`src/common/pdc_consts.vh`:
```
// Constants for the synthesizer 1 divider configuration register bank
`ifndef PDC_CONSTS_VH
`define PDC_CONSTS_VH

// Register indexes; byte address on APB is four times the index
`define PDC_IDX_INT_HI 10'h03a
`define PDC_IDX_INT_LO 10'h03b
`define PDC_IDX_NUM_TOP 10'h03c
`define PDC_IDX_NUM_MID 10'h03d
`define PDC_IDX_NUM_BOT 10'h03e
`define PDC_IDX_DEN_TOP 10'h03f
`define PDC_IDX_DEN_MID 10'h040
`define PDC_IDX_DEN_BOT 10'h041
`define PDC_IDX_MOD_CTRL 10'h042
`define PDC_IDX_LOOP_RES 10'h043
`define PDC_IDX_FIRST 10'h03a
`define PDC_IDX_LAST 10'h043
`define PDC_NUM_REGS 10

// Slots in the bank, in index order
`define PDC_SLOT_INT_HI 0
`define PDC_SLOT_INT_LO 1
`define PDC_SLOT_NUM_TOP 2
`define PDC_SLOT_NUM_MID 3
`define PDC_SLOT_NUM_BOT 4
`define PDC_SLOT_DEN_TOP 5
`define PDC_SLOT_DEN_MID 6
`define PDC_SLOT_DEN_BOT 7
`define PDC_SLOT_MOD_CTRL 8
`define PDC_SLOT_LOOP_RES 9

// Writable bit masks; bits outside read as zero
`define PDC_MASK_INT_HI 8'h0f
`define PDC_MASK_FULL 8'hff
`define PDC_MASK_TOP6 8'h3f
`define PDC_MASK_MOD_CTRL 8'h0f
`define PDC_MASK_LOOP_RES 8'h3f

// Reset values
`define PDC_RST_INT_HI 8'h00
`define PDC_RST_INT_LO 8'h66
`define PDC_RST_ZERO 8'h00
`define PDC_RST_MOD_CTRL 8'h0c
`define PDC_RST_LOOP_RES 8'h24
`define PDC_RST_RATIO 12'h066

// Field positions in the modulator control register
`define PDC_DITHER_MSB 3
`define PDC_DITHER_LSB 2
`define PDC_ORDER_MSB 1
`define PDC_ORDER_LSB 0

// Field codes
`define PDC_DITHER_WEAK 2'h0
`define PDC_DITHER_MEDIUM 2'h1
`define PDC_DITHER_STRONG 2'h2
`define PDC_DITHER_OFF 2'h3
`define PDC_ORDER_INT 2'h0
`define PDC_RATIO_MIN 12'h001

`endif

```
`src/hw/pdc_cfg_byte.v`:
```
// One byte-wide configuration register with writable mask and reset value
`timescale 1ns/1ns
module pdc_cfg_byte #(
    parameter [7:0] RST_VAL = 8'h00,
    parameter [7:0] MASK = 8'hff
) (
    // Clock and reset
    input wire clk,
    input wire rst,
    // Write port
    input wire wr_en,
    input wire [7:0] wdata,
    // Stored value
    output wire [7:0] q
);

    reg [7:0] q_r;

    // Reserved bits never store, so they always read zero
    always @(posedge clk or posedge rst)
    begin
        if (rst)
            q_r <= RST_VAL & MASK;
        else if (wr_en)
            q_r <= wdata & MASK;
    end

    assign q = q_r;

endmodule

```
`src/hw/pdc_ratio_dec.v`:
```
// Decodes the stored divider and modulator fields into registered controls
`timescale 1ns/1ns
`include "pdc_consts.vh"
module pdc_ratio_dec (
    // Clock and reset
    input wire clk,
    input wire rst,
    // Stored fields
    input wire [11:0] int_code,
    input wire [1:0] dither_code,
    input wire [1:0] order_code,
    // Decoded controls
    output reg [11:0] int_ratio_r,
    output reg dither_en_r,
    output reg [2:0] dither_level_r,
    output reg frac_mode_r,
    output reg [2:0] order_onehot_r
);

    // One cycle of latency; a multi-byte value written byte by byte can still be seen half written
    always @(posedge clk or posedge rst)
    begin
        if (rst)
        begin
            int_ratio_r <= `PDC_RST_RATIO;
            dither_en_r <= 1'b0;
            dither_level_r <= 3'h0;
            frac_mode_r <= 1'b0;
            order_onehot_r <= 3'h0;
        end
        else
        begin
            // Codes zero and one both divide by one
            int_ratio_r <= (int_code < `PDC_RATIO_MIN) ? `PDC_RATIO_MIN : int_code;
            dither_en_r <= (dither_code != `PDC_DITHER_OFF);
            dither_level_r <= {dither_code == `PDC_DITHER_STRONG,
                               dither_code == `PDC_DITHER_MEDIUM,
                               dither_code == `PDC_DITHER_WEAK};
            frac_mode_r <= (order_code != `PDC_ORDER_INT);
            order_onehot_r <= {order_code == 2'h3, order_code == 2'h2,
                               order_code == 2'h1};
        end
    end

endmodule

```
`src/hw/pdc_regs.v`:
```
// APB register bank holding the synthesizer 1 feedback divider configuration
//
// Behaviour
// - Integer divider is 12 bits from two bytes
// - Upper register bits 3:0 hold bits 11:8
// - Lower byte holds bits 7:0, resets 0x66
// - Codes zero and one divide by one
// - Numerator is 22 bits over three bytes
// - Denominator is 22 bits, same layout
// - Dither select bits 3:2, reset disabled
// - Modulator order bits 1:0, reset integer
// - Loop resistor code bits 5:0, reset 0x24
//
// Decided for this implementation: the APB slave port.
`timescale 1ns/1ns
`include "pdc_consts.vh"
module pdc_regs (
    // Clock and reset
    input wire clk,
    input wire rst,
    // APB slave
    input wire psel,
    input wire penable,
    input wire pwrite,
    input wire [11:0] paddr,
    input wire [31:0] pwdata,
    input wire [3:0] pstrb,
    output reg [31:0] prdata,
    output reg pready,
    output reg pslverr,
    // Raw configuration fields
    output wire [11:0] feedback_int_divider,
    output wire [21:0] frac_numerator,
    output wire [21:0] frac_denominator,
    output wire [1:0] dither_select,
    output wire [1:0] modulator_order,
    output wire [5:0] loop_resistor_code,
    // Decoded controls for the loop
    output wire [11:0] int_ratio,
    output wire dither_enable,
    output wire [2:0] dither_level,
    output wire frac_mode,
    output wire [2:0] order_onehot
);

    ////////////////////////////////////////////////////////////////////////////
    // Decode helpers

    // Word map, byte address is four times the index:
    //   0x0e8 integer divider, bits 11:8 in the low nibble
    //   0x0ec integer divider, bits 7:0
    //   0x0f0 numerator, bits 21:16 in the low six bits
    //   0x0f4 numerator, bits 15:8
    //   0x0f8 numerator, bits 7:0
    //   0x0fc denominator, bits 21:16 in the low six bits
    //   0x100 denominator, bits 15:8
    //   0x104 denominator, bits 7:0
    //   0x108 modulator control, dither 3:2 and order 1:0
    //   0x10c loop resistor code in the low six bits
    // Anything else, or a word that is not aligned, is refused

    // Word address hits the bank when aligned and within the index range
    function addr_hit;
        input [11:0] addr;
        reg [9:0] idx;
        begin
            idx = addr[11:2];
            addr_hit = (addr[1:0] == 2'h0) && (idx >= `PDC_IDX_FIRST)
                       && (idx <= `PDC_IDX_LAST);
        end
    endfunction

    // Slot number within the bank; only meaningful on a hit
    function [3:0] addr_slot;
        input [11:0] addr;
        reg [9:0] d;
        begin
            d = addr[11:2] - `PDC_IDX_FIRST;
            addr_slot = d[3:0];
        end
    endfunction

    // Writable mask per slot
    function [7:0] slot_mask;
        input integer s;
        begin
            case (s)
                `PDC_SLOT_INT_HI: slot_mask = `PDC_MASK_INT_HI;
                `PDC_SLOT_NUM_TOP: slot_mask = `PDC_MASK_TOP6;
                `PDC_SLOT_DEN_TOP: slot_mask = `PDC_MASK_TOP6;
                `PDC_SLOT_MOD_CTRL: slot_mask = `PDC_MASK_MOD_CTRL;
                `PDC_SLOT_LOOP_RES: slot_mask = `PDC_MASK_LOOP_RES;
                default: slot_mask = `PDC_MASK_FULL;
            endcase
        end
    endfunction

    // Reset value per slot
    function [7:0] slot_reset;
        input integer s;
        begin
            case (s)
                `PDC_SLOT_INT_HI: slot_reset = `PDC_RST_INT_HI;
                `PDC_SLOT_INT_LO: slot_reset = `PDC_RST_INT_LO;
                `PDC_SLOT_MOD_CTRL: slot_reset = `PDC_RST_MOD_CTRL;
                `PDC_SLOT_LOOP_RES: slot_reset = `PDC_RST_LOOP_RES;
                default: slot_reset = `PDC_RST_ZERO;
            endcase
        end
    endfunction

    ////////////////////////////////////////////////////////////////////////////
    // APB transfer handling

    wire setup_ph;
    wire access_done;
    wire req_hit;
    wire [3:0] req_slot;
    wire wr_fire;
    wire [`PDC_NUM_REGS-1:0] slot_wr;
    wire [8*`PDC_NUM_REGS-1:0] q_flat;
    reg [7:0] rd_byte;

    // Named views of the stored bytes, unpacked below the bank
    wire [7:0] int_hi_q;
    wire [7:0] int_lo_q;
    wire [7:0] num_top_q;
    wire [7:0] num_mid_q;
    wire [7:0] num_bot_q;
    wire [7:0] den_top_q;
    wire [7:0] den_mid_q;
    wire [7:0] den_bot_q;
    wire [7:0] mod_ctrl_q;
    wire [7:0] loop_res_q;

    // Phase of the current transfer
    assign setup_ph = psel & ~penable;
    assign access_done = psel & penable & pready;

    // Address decode, shared by the write enables and the read mux
    assign req_hit = addr_hit(paddr);
    assign req_slot = addr_slot(paddr);

    // Only lane 0 carries a register; upper lanes have nothing to store
    assign wr_fire = access_done & pwrite & req_hit & pstrb[0];

    // Read mux over the stored bytes; misses read zero
    always @*
    begin
        rd_byte = 8'h00;
        if (req_hit)
        begin
            case (req_slot)
                `PDC_SLOT_INT_HI: rd_byte = int_hi_q;
                `PDC_SLOT_INT_LO: rd_byte = int_lo_q;
                `PDC_SLOT_NUM_TOP: rd_byte = num_top_q;
                `PDC_SLOT_NUM_MID: rd_byte = num_mid_q;
                `PDC_SLOT_NUM_BOT: rd_byte = num_bot_q;
                `PDC_SLOT_DEN_TOP: rd_byte = den_top_q;
                `PDC_SLOT_DEN_MID: rd_byte = den_mid_q;
                `PDC_SLOT_DEN_BOT: rd_byte = den_bot_q;
                `PDC_SLOT_MOD_CTRL: rd_byte = mod_ctrl_q;
                `PDC_SLOT_LOOP_RES: rd_byte = loop_res_q;
                default: rd_byte = 8'h00;
            endcase
        end
    end

    // Transfer timing, always a single access cycle:
    //   setup edge  - ready, error and data are loaded
    //   access edge - a write lands, the answer drops back to zero

    // Answer is prepared in the setup cycle so every APB output is a flop;
    // this costs nothing since the access phase then ends at its first edge
    always @(posedge clk or posedge rst)
    begin
        if (rst)
            pready <= 1'b0;
        else
            pready <= setup_ph;
    end

    // Error stands with ready for a misaligned or unmapped word
    always @(posedge clk or posedge rst)
    begin
        if (rst)
            pslverr <= 1'b0;
        else
            pslverr <= setup_ph & ~req_hit;
    end

    // Data only for a mapped read; writes and misses return zero
    always @(posedge clk or posedge rst)
    begin
        if (rst)
            prdata <= 32'h0000_0000;
        else if (setup_ph & ~pwrite & req_hit)
            prdata <= {24'h00_0000, rd_byte};
        else
            prdata <= 32'h0000_0000;
    end

    ////////////////////////////////////////////////////////////////////////////
    // Register bank

    genvar i;

    // One write enable per slot, decoded once for the whole bank
    generate
        for (i = 0; i < `PDC_NUM_REGS; i = i + 1)
        begin : g_wr
            assign slot_wr[i] = wr_fire && (req_slot == i);
        end
    endgenerate

    // Each slot is a byte with its own reset value and writable mask
    generate
        for (i = 0; i < `PDC_NUM_REGS; i = i + 1)
        begin : g_byte
            pdc_cfg_byte #(
                .RST_VAL(slot_reset(i)),
                .MASK(slot_mask(i))
            ) u_byte (
                .clk(clk),
                .rst(rst),
                .wr_en(slot_wr[i]),
                .wdata(pwdata[7:0]),
                .q(q_flat[8*i +: 8])
            );
        end
    endgenerate

    ////////////////////////////////////////////////////////////////////////////
    // Byte views

    // Unpacked once so the read mux names each register
    assign int_hi_q = q_flat[8*`PDC_SLOT_INT_HI +: 8];
    assign int_lo_q = q_flat[8*`PDC_SLOT_INT_LO +: 8];
    assign num_top_q = q_flat[8*`PDC_SLOT_NUM_TOP +: 8];
    assign num_mid_q = q_flat[8*`PDC_SLOT_NUM_MID +: 8];
    assign num_bot_q = q_flat[8*`PDC_SLOT_NUM_BOT +: 8];
    assign den_top_q = q_flat[8*`PDC_SLOT_DEN_TOP +: 8];
    assign den_mid_q = q_flat[8*`PDC_SLOT_DEN_MID +: 8];
    assign den_bot_q = q_flat[8*`PDC_SLOT_DEN_BOT +: 8];
    assign mod_ctrl_q = q_flat[8*`PDC_SLOT_MOD_CTRL +: 8];
    assign loop_res_q = q_flat[8*`PDC_SLOT_LOOP_RES +: 8];

    ////////////////////////////////////////////////////////////////////////////
    // Field assembly

    // Timing seen by the loop:
    //   raw fields follow the register one edge after the access phase
    //   decoded controls follow one edge later still
    //   multi-byte fields change byte by byte, with no shadow copy

    // Upper nibble over lower byte
    assign feedback_int_divider = {q_flat[8*`PDC_SLOT_INT_HI +: 4],
                                   q_flat[8*`PDC_SLOT_INT_LO +: 8]};

    // Top six bits, then middle, then bottom byte
    assign frac_numerator = {q_flat[8*`PDC_SLOT_NUM_TOP +: 6],
                             q_flat[8*`PDC_SLOT_NUM_MID +: 8],
                             q_flat[8*`PDC_SLOT_NUM_BOT +: 8]};
    assign frac_denominator = {q_flat[8*`PDC_SLOT_DEN_TOP +: 6],
                               q_flat[8*`PDC_SLOT_DEN_MID +: 8],
                               q_flat[8*`PDC_SLOT_DEN_BOT +: 8]};

    // Modulator fields
    assign dither_select = q_flat[8*`PDC_SLOT_MOD_CTRL+`PDC_DITHER_LSB +: 2];
    assign modulator_order = q_flat[8*`PDC_SLOT_MOD_CTRL+`PDC_ORDER_LSB +: 2];

    // Resistor codes beyond the tabulated ones pass through unchanged
    assign loop_resistor_code = q_flat[8*`PDC_SLOT_LOOP_RES +: 6];

    ////////////////////////////////////////////////////////////////////////////
    // Decoded controls

    pdc_ratio_dec u_dec (
        .clk(clk),
        .rst(rst),
        .int_code(feedback_int_divider),
        .dither_code(dither_select),
        .order_code(modulator_order),
        .int_ratio_r(int_ratio),
        .dither_en_r(dither_enable),
        .dither_level_r(dither_level),
        .frac_mode_r(frac_mode),
        .order_onehot_r(order_onehot)
    );

endmodule

```
`config.mk`:
```
export PLATFORM = sky130hd
export DESIGN_NAME = pdc_regs
export DESIGN_NICKNAME = d
export VERILOG_FILES = /design/src/hw/pdc_cfg_byte.v /design/src/hw/pdc_ratio_dec.v /design/src/hw/pdc_regs.v
export VERILOG_INCLUDE_DIRS = /design/src /design/src/common
export SDC_FILE = /design/constraint.sdc
export NUM_CORES = 1
export LEC_CHECK = 0
export BUFFER_PORTS_ARGS = -buffer_cell sky130_fd_sc_hd__clkbuf_2
export CAP_MARGIN = 20
export CORE_AREA = 2 2 104 106
export CTS_BUF_LIST = sky130_fd_sc_hd__clkbuf_4 sky130_fd_sc_hd__clkbuf_8 sky130_fd_sc_hd__clkbuf_16
export CTS_CLUSTER_DIAMETER = 120
export CTS_CLUSTER_SIZE = 40
export DETAILED_ROUTE_END_ITERATION = 10
export DIE_AREA = 0 0 106 108
export GPL_ROUTABILITY_DRIVEN = 1
export PLACE_DENSITY = 0.74
export SLEW_MARGIN = 0
export SYNTH_ARGS = -nofsm -noshare
export SYNTH_HDL_FRONTEND = slang
export SYNTH_SLANG_ARGS = --single-unit
export TNS_END_PERCENT = 20
```
`constraint.sdc`:
```
create_clock -name clk -period 2.7 [get_ports clk]
set_clock_uncertainty 0.15 [all_clocks]
set_input_delay 0.135 -clock clk [delete_from_list [all_inputs] [get_ports clk]]
set_output_delay 0.135 -clock clk [all_outputs]
set_load 0.05 [all_outputs]
```
==> impl_metrics.ini, run 1 <==
[grt]
globalRouteOverflowTotal = 0
grt_pass1_vias = 3211
grt_antenna_before_repair = 0
grt_max_degree = 60
grt_first_pass_wirelength_mm = 17.92
grt_usage = 0.2062

[synthesis]
synthFlopType = dfrtp_1
synth_area_leader_cell = dfrtp_1
ys_warn_count = 0
yosysMostFrequentCell = dfrtp_1
synth_common_cells = dfrtp_1 (84), mux2_2 (71), buf_4 (24)
yosysUniqueCellTypes = 49
syn-mean-instance-area_um2 = 12.56
yosysSeqAreaShare = 0.5467
synth_edf_count = 0
synthesis.area_um2 = 4422
async_flop_share = 1.000
netlist_top_cells_area = dfrtp_1 (48%), mux2_2 (18%), dfstp_2 (7.1%)
synth_seq_cells = 96
syn-instance-count = 352
synth_top_area_frac = 0.4754

[detailed_routing]
drt-pass1-iter-count = 4
drtIter0Drc = 143
drt_wl_total_mm = 11.43
postRouteAntennaNets = 0
drc_errors = 0
vias_per_cell = 5.237
vias = 3242
drt-wirelength-per-cell_um = 18.47

[final_layout]
multi_input_area_um2 = 1784
diodes = 0
drive_above_1_share = 0.5114
final-seq-area_um2 = 2417
fillCellCount = 901
nets = 535
final_cell_area_um2 = 5419
area_growth_pct = 22.55
fin_util = 0.5297

[clock_tree]
clk_pin_slew_worst_paths_ns = 0.09
cts_root_buffer = clkbuf_8
post_cts_resized = 0
cts_tree = built
clock_path_buffers = 2
clkLatencyLatePin_ns = 0.36
h-tree-depth = 3
post_cts_buffers = 0
cts_made_buffers = 9
clock-sinks = 96

[worst_setup_path]
timing.rr.end = g_byte[2].u_byte.q[3]
crit_type = in2reg
critPathCapture = g_byte[2].u_byte.q[3]
start_kind = input port
r2r_setup_slack_ns = 0.50
cp-end-kind = register
timing.rr.start = pready
cp.required_ns = 2.80
crit_path_start = psel
ff2ff_path_depth = 4
arrival_ns = 2.40
cp_max_fo = 8

[floorplan]
io_pins = 173
core.rowCount = 37
initial_core_util = 0.4322
die_area_um2 = 11450
die_w_um = 106
core_um2 = 10230
die_h_um = 108

[timing]
hold_violations = 0
max_freq_ghz = 0.4339
finalCritPeriodShare = 0.8536
relSlewSlack = 0.6022
setup_viol = 0
worstMarginPinSlew_ns = 0.5923
rsz0062_at_grt = no
fin_crit_ns = 2.305
setup_tns_ns = 0
finalMaxSlewViolations = 0
setup_slack_ns = 0.3952

[pwr]
leakagePower_uw = 0.002844
ir_drop_v = 0.0002233
power_density_nw_per_um2 = 497.8

[run_status]
status = complete, no violations

[place]
dpl_cell_area_um2 = 5137
pre_cts_ws_ns = 0.3284
io_buffers = 121
gp_congestion = 0.9133
dp_hpwl_mm = 8.139

[flow_run]
cap_violations = 0

[worst_hold_path]
hold_class = in2async
==> metrics by stage <==
stage | power, uW | cells | hold slack (ns)
global route | 2793 | 619 | 0.03304
detailed placement | 1720 | 596 | -0.1370
global placement | 1716 | 596 | -0.1357
CTS | 2713 | 619 | 0.02017
floorplan | 1671 | 375 | 0.1297
finish | 2698 | 619 | 0.04048
==> layer usage <==
layer  global-route usage  share of wire  vias up
li1                     -              -     1457
met1               0.2801           0.43     1628
met2               0.3346           0.49      146
met3              0.04822          0.070       11
met4              0.05639          0.011        0
met5                    0              0        -
==> where the power goes <==
group | switching [uW] | internal, uW
registers | 0.684 | 1440
logic | 203 | 58.4
clock network | 485 | 511
==> state kept, by name, summed over array words and instances (netlist names) <==
signal	cells
g_byte.u_byte.q	66
u_dec.int_ratio_r	12
prdata	8
u_dec.dither_level_r	3
u_dec.order_onehot_r	3
pready	1
pslverr	1
u_dec.dither_en_r	1
u_dec.frac_mode_r	1
==> what timing repair did <==
action                                  4_1_cts  5_1_grt
hold buffers                                  7        0
endpoints found under the setup margin        0        0
endpoints found under the hold margin       109        0
==> critical path, cell delays in order <==
cell and delay, ns:
dlygate4sd3_1 0.55, clkbuf_2 0.13, nand3_1 0.13, nor4_4 0.55, nand3_1 0.49, mux2_2 0.42
==> cells in the final DEF (no fill, tap or decap), types with 2 or more instances in the layout <==
cell,synthesis,layout
a22o_1,2,2
a21oi_1,7,7
nand4_2,2,2
ha_1,4,4
clkbuf_8,0,11
nor3_1,9,9
nor4_1,3,3
clkinvlp_4,0,2
conb_1,1,24
dfrtp_1,84,84
a31o_2,3,3
o2bb2ai_1,3,3
o21ai_0,6,6
inv_1,7,6
or2_2,2,2
nand2_1,9,9
mux2i_1,11,11
nand4_1,6,6
nand3_2,2,2
clkbuf_2,0,121
a41oi_1,2,2
buf_12,0,2
nor2b_1,5,5
clkbuf_4,0,3
buf_4,24,12
dlygate4sd3_1,0,7
a21o_1,2,2
and3_1,3,3
mux2_2,71,71
nand2b_1,3,3
nor2_1,9,9
a22oi_1,4,4
o211ai_1,2,2
nand3_1,11,11
dfstp_2,12,12
==> worst min-delay path by stage <==
| stage | start | endpoint | slack [ns] | cells past startpoint |
|---|---|---|---|---|
| floorplan | psel | pready | 0.13 | 2 |
| global placement | rst | u_dec.dither_level_r[1] | -0.14 | 2 |
| detailed placement | rst | u_dec.dither_level_r[1] | -0.14 | 2 |
| CTS | rst | u_dec.dither_level_r[1] | 0.02 | 3 |
| global route | rst | u_dec.dither_level_r[1] | 0.03 | 3 |
| finish | rst | u_dec.dither_level_r[1] | 0.04 | 3 |
==> kinds of logic after synthesis <==
| kind of cell | count (synthesis) | synth area share |
|---|---|---|
| mux | 83 | 0.2108 |
| buf+inv | 57 | 0.06933 |
| xor+xnor | 2 | 0.003962 |
| other cells | 1 | 0.0008481 |
| flops | 96 | 0.5467 |
| simple gates | 73 | 0.09961 |
| compound gates | 36 | 0.05745 |
| fa+ha+maj | 4 | 0.01132 |
==> final cells by class <==
| cell class | count | share of cell area |
|---|---|---|
| clock buffer | 14 | 0.03209 |
| clock inverter | 2 | 0.006927 |
| tap | 136 | 0.03140 |
| sequential | 96 | 0.4461 |
| multi-input combinational | 222 | 0.3293 |
| inverter | 7 | 0.005541 |
| timing repair buffer | 142 | 0.1487 |
Note: power is estimated with default switching activity, not from simulation.
==> run 2, diff against run 1 <==
--- a/config.mk
+++ b/config.mk
@@ -8,14 +8,14 @@
 export LEC_CHECK = 0
 export BUFFER_PORTS_ARGS = -buffer_cell sky130_fd_sc_hd__clkbuf_2
 export CAP_MARGIN = 20
-export CORE_AREA = 2 2 104 106
+export CORE_AREA = 2 2 103 105
 export CTS_BUF_LIST = sky130_fd_sc_hd__clkbuf_4 sky130_fd_sc_hd__clkbuf_8 sky130_fd_sc_hd__clkbuf_16
 export CTS_CLUSTER_DIAMETER = 120
 export CTS_CLUSTER_SIZE = 40
 export DETAILED_ROUTE_END_ITERATION = 10
-export DIE_AREA = 0 0 106 108
+export DIE_AREA = 0 0 105 107
 export GPL_ROUTABILITY_DRIVEN = 1
-export PLACE_DENSITY = 0.74
+export PLACE_DENSITY = 0.72
 export SLEW_MARGIN = 0
 export SYNTH_ARGS = -nofsm -noshare
 export SYNTH_HDL_FRONTEND = slang
==> constraint.sdc (replaced) <==
create_clock -name clk -period 2.5 [get_ports clk]
set_clock_uncertainty 0.15 [all_clocks]
set_input_delay 0.125 -clock clk [delete_from_list [all_inputs] [get_ports clk]]
set_output_delay 0.125 -clock clk [all_outputs]
set_load 0.05 [all_outputs]
==> impl_metrics.ini, run 2 (synthesis gave the netlist of run 1 again) <==
[run_status]
status = finished, violations left
violations = negative hold slack

[final_layout]
largest_reg_flops = 66
fillCellCount = 893
area_growth_pct = 23.23
final-seq-area_um2 = 2417
multi_input_area_um2 = 1784
final_cell_mix = clkbuf_2 (121), dfrtp_1 (84), mux2_2 (71)
final_common_cell = clkbuf_2
diodes = 0
nets = 540
drive_above_1_share = 0.5164

[timing]
setup_viol = 0
max_freq_ghz = 0.4582
hold_violations = 2
setup_slack_ns = 0.3177
finalMaxSlewViolations = 0
relSlewSlack = 0.6502
fin_crit_ns = 2.182
rsz0062_at_grt = no
finalCritPeriodShare = 0.8729
whs_ns = -0.003139
worstMarginPinSlew_ns = 0.5247

[detailed_routing]
vias_per_cell = 5.234
drt_wl_total_mm = 11.23
drtIter0Drc = 138
drc_errors = 0
drt-pass1-iter-count = 4
postRouteAntennaNets = 0
vias = 3266
drt-wirelength-per-cell_um = 17.99

[worst_hold_path]
hold_class = in2reg

[clock_tree]
hold_buffers = 7
clock-sinks = 96
clk_pin_slew_worst_paths_ns = 0.09
cts_root_buffer = clkbuf_8
clock_path_buffers = 2
cts_tree = built
cts_made_buffers = 9
clkLatencyLatePin_ns = 0.38
post_cts_buffers = 0
post_cts_resized = 0
h-tree-depth = 3

[pwr]
power_density_nw_per_um2 = 543.4
ir_drop_v = 0.0003231
leakagePower_uw = 0.002875

[floorplan]
die_area_um2 = 11240
die_w_um = 105
io_pins = 173
die_h_um = 107
core_um2 = 10090
initial_core_util = 0.4381
core.rowCount = 37

[grt]
grt_antenna_before_repair = 0
grt_pass1_vias = 3253
grt_first_pass_wirelength_mm = 17.35
globalRouteOverflowTotal = 0
grt_usage = 0.2040
grt_max_degree = 55

[worst_setup_path]
start_kind = input port
crit_type = in2reg
cp_max_fo = 6
cp-end-kind = register
cp.required_ns = 2.61
arrival_ns = 2.30

[place]
pre_cts_ws_ns = 0.1758
gp_congestion = 0.8933
io_buffers = 121
dp_hpwl_mm = 8.152

[flow_run]
cap_violations = 0
[run 2: changes by cell type in the layout (fill, tap and decap cells not counted), sizes merged]
cell,before,now
buf,14,19
clkbuf,135,133
clkinv,0,2
bufinv,1,2
clkinvlp,2,1
[run 2: per-layer routing]
layer | vias to the layer above | track usage | share of wire
li1 | 1470 | - | -
met1 | 1627 | 0.2621 | 0.43
met2 | 148 | 0.3191 | 0.47
met3 | 21 | 0.05775 | 0.073
met4 | 0 | 0.09810 | 0.027
met5 | - | 0 | 0
[run 2: path summary, 6_finish.rpt]
path	depth (start not counted)	slack [ns]	startpoint	to
min	2	-0.003	pwdata[1]	g_byte[5].u_byte.q[1]
max reg2reg	5	0.37	pready	g_byte[9].u_byte.q[1]
max	7	0.32	psel	g_byte[9].u_byte.q[1]
min reg2reg	0	0.25	g_byte[1].u_byte.q[5]	u_dec.int_ratio_r[5]
max in group asynchronous	4	1.49	rst	u_dec.int_ratio_r[6]
min in group asynchronous	4	0.22	rst	g_byte[5].u_byte.q[3]
[run 2: final cells by class]
cell class / instances / share of cell area
Clock inverter: 4 / 0.01286
Timing Repair Buffer: 147 / 0.1525
Sequential cell: 96 / 0.4436
Clock buffer: 12 / 0.02687
Inverter: 7 / 0.005511
Multi-Input combinational cell: 222 / 0.3274
Tap cell: 136 / 0.03123
[run 2: metrics by stage]
stage                       util  cells  setup TNS, ns  power [uW]  area (um2)
final                     0.5399    624              0        2961        5449
after global placement    0.5115    601              0        1861        5162
after global routing      0.5399    624              0        3048        5449
after detailed placement  0.5115    601              0        1864        5162
after CTS                 0.5399    624              0        2973        5449
after floorplan                -    375        -0.3031        1805        4512
[run 2: power by group]
part           switching, uW  internal (uW)
Combinational            219           70.6
Clock                    522            594
Sequential             0.721           1550
[run 2: worst max-delay path: stages]
cell and delay, ns:
dlygate4sd3_1 0.53, clkbuf_2 0.12, nand3_1 0.13, nor4_4 0.46, buf_4 0.21, nand3_1 0.32
mux2_2 0.40
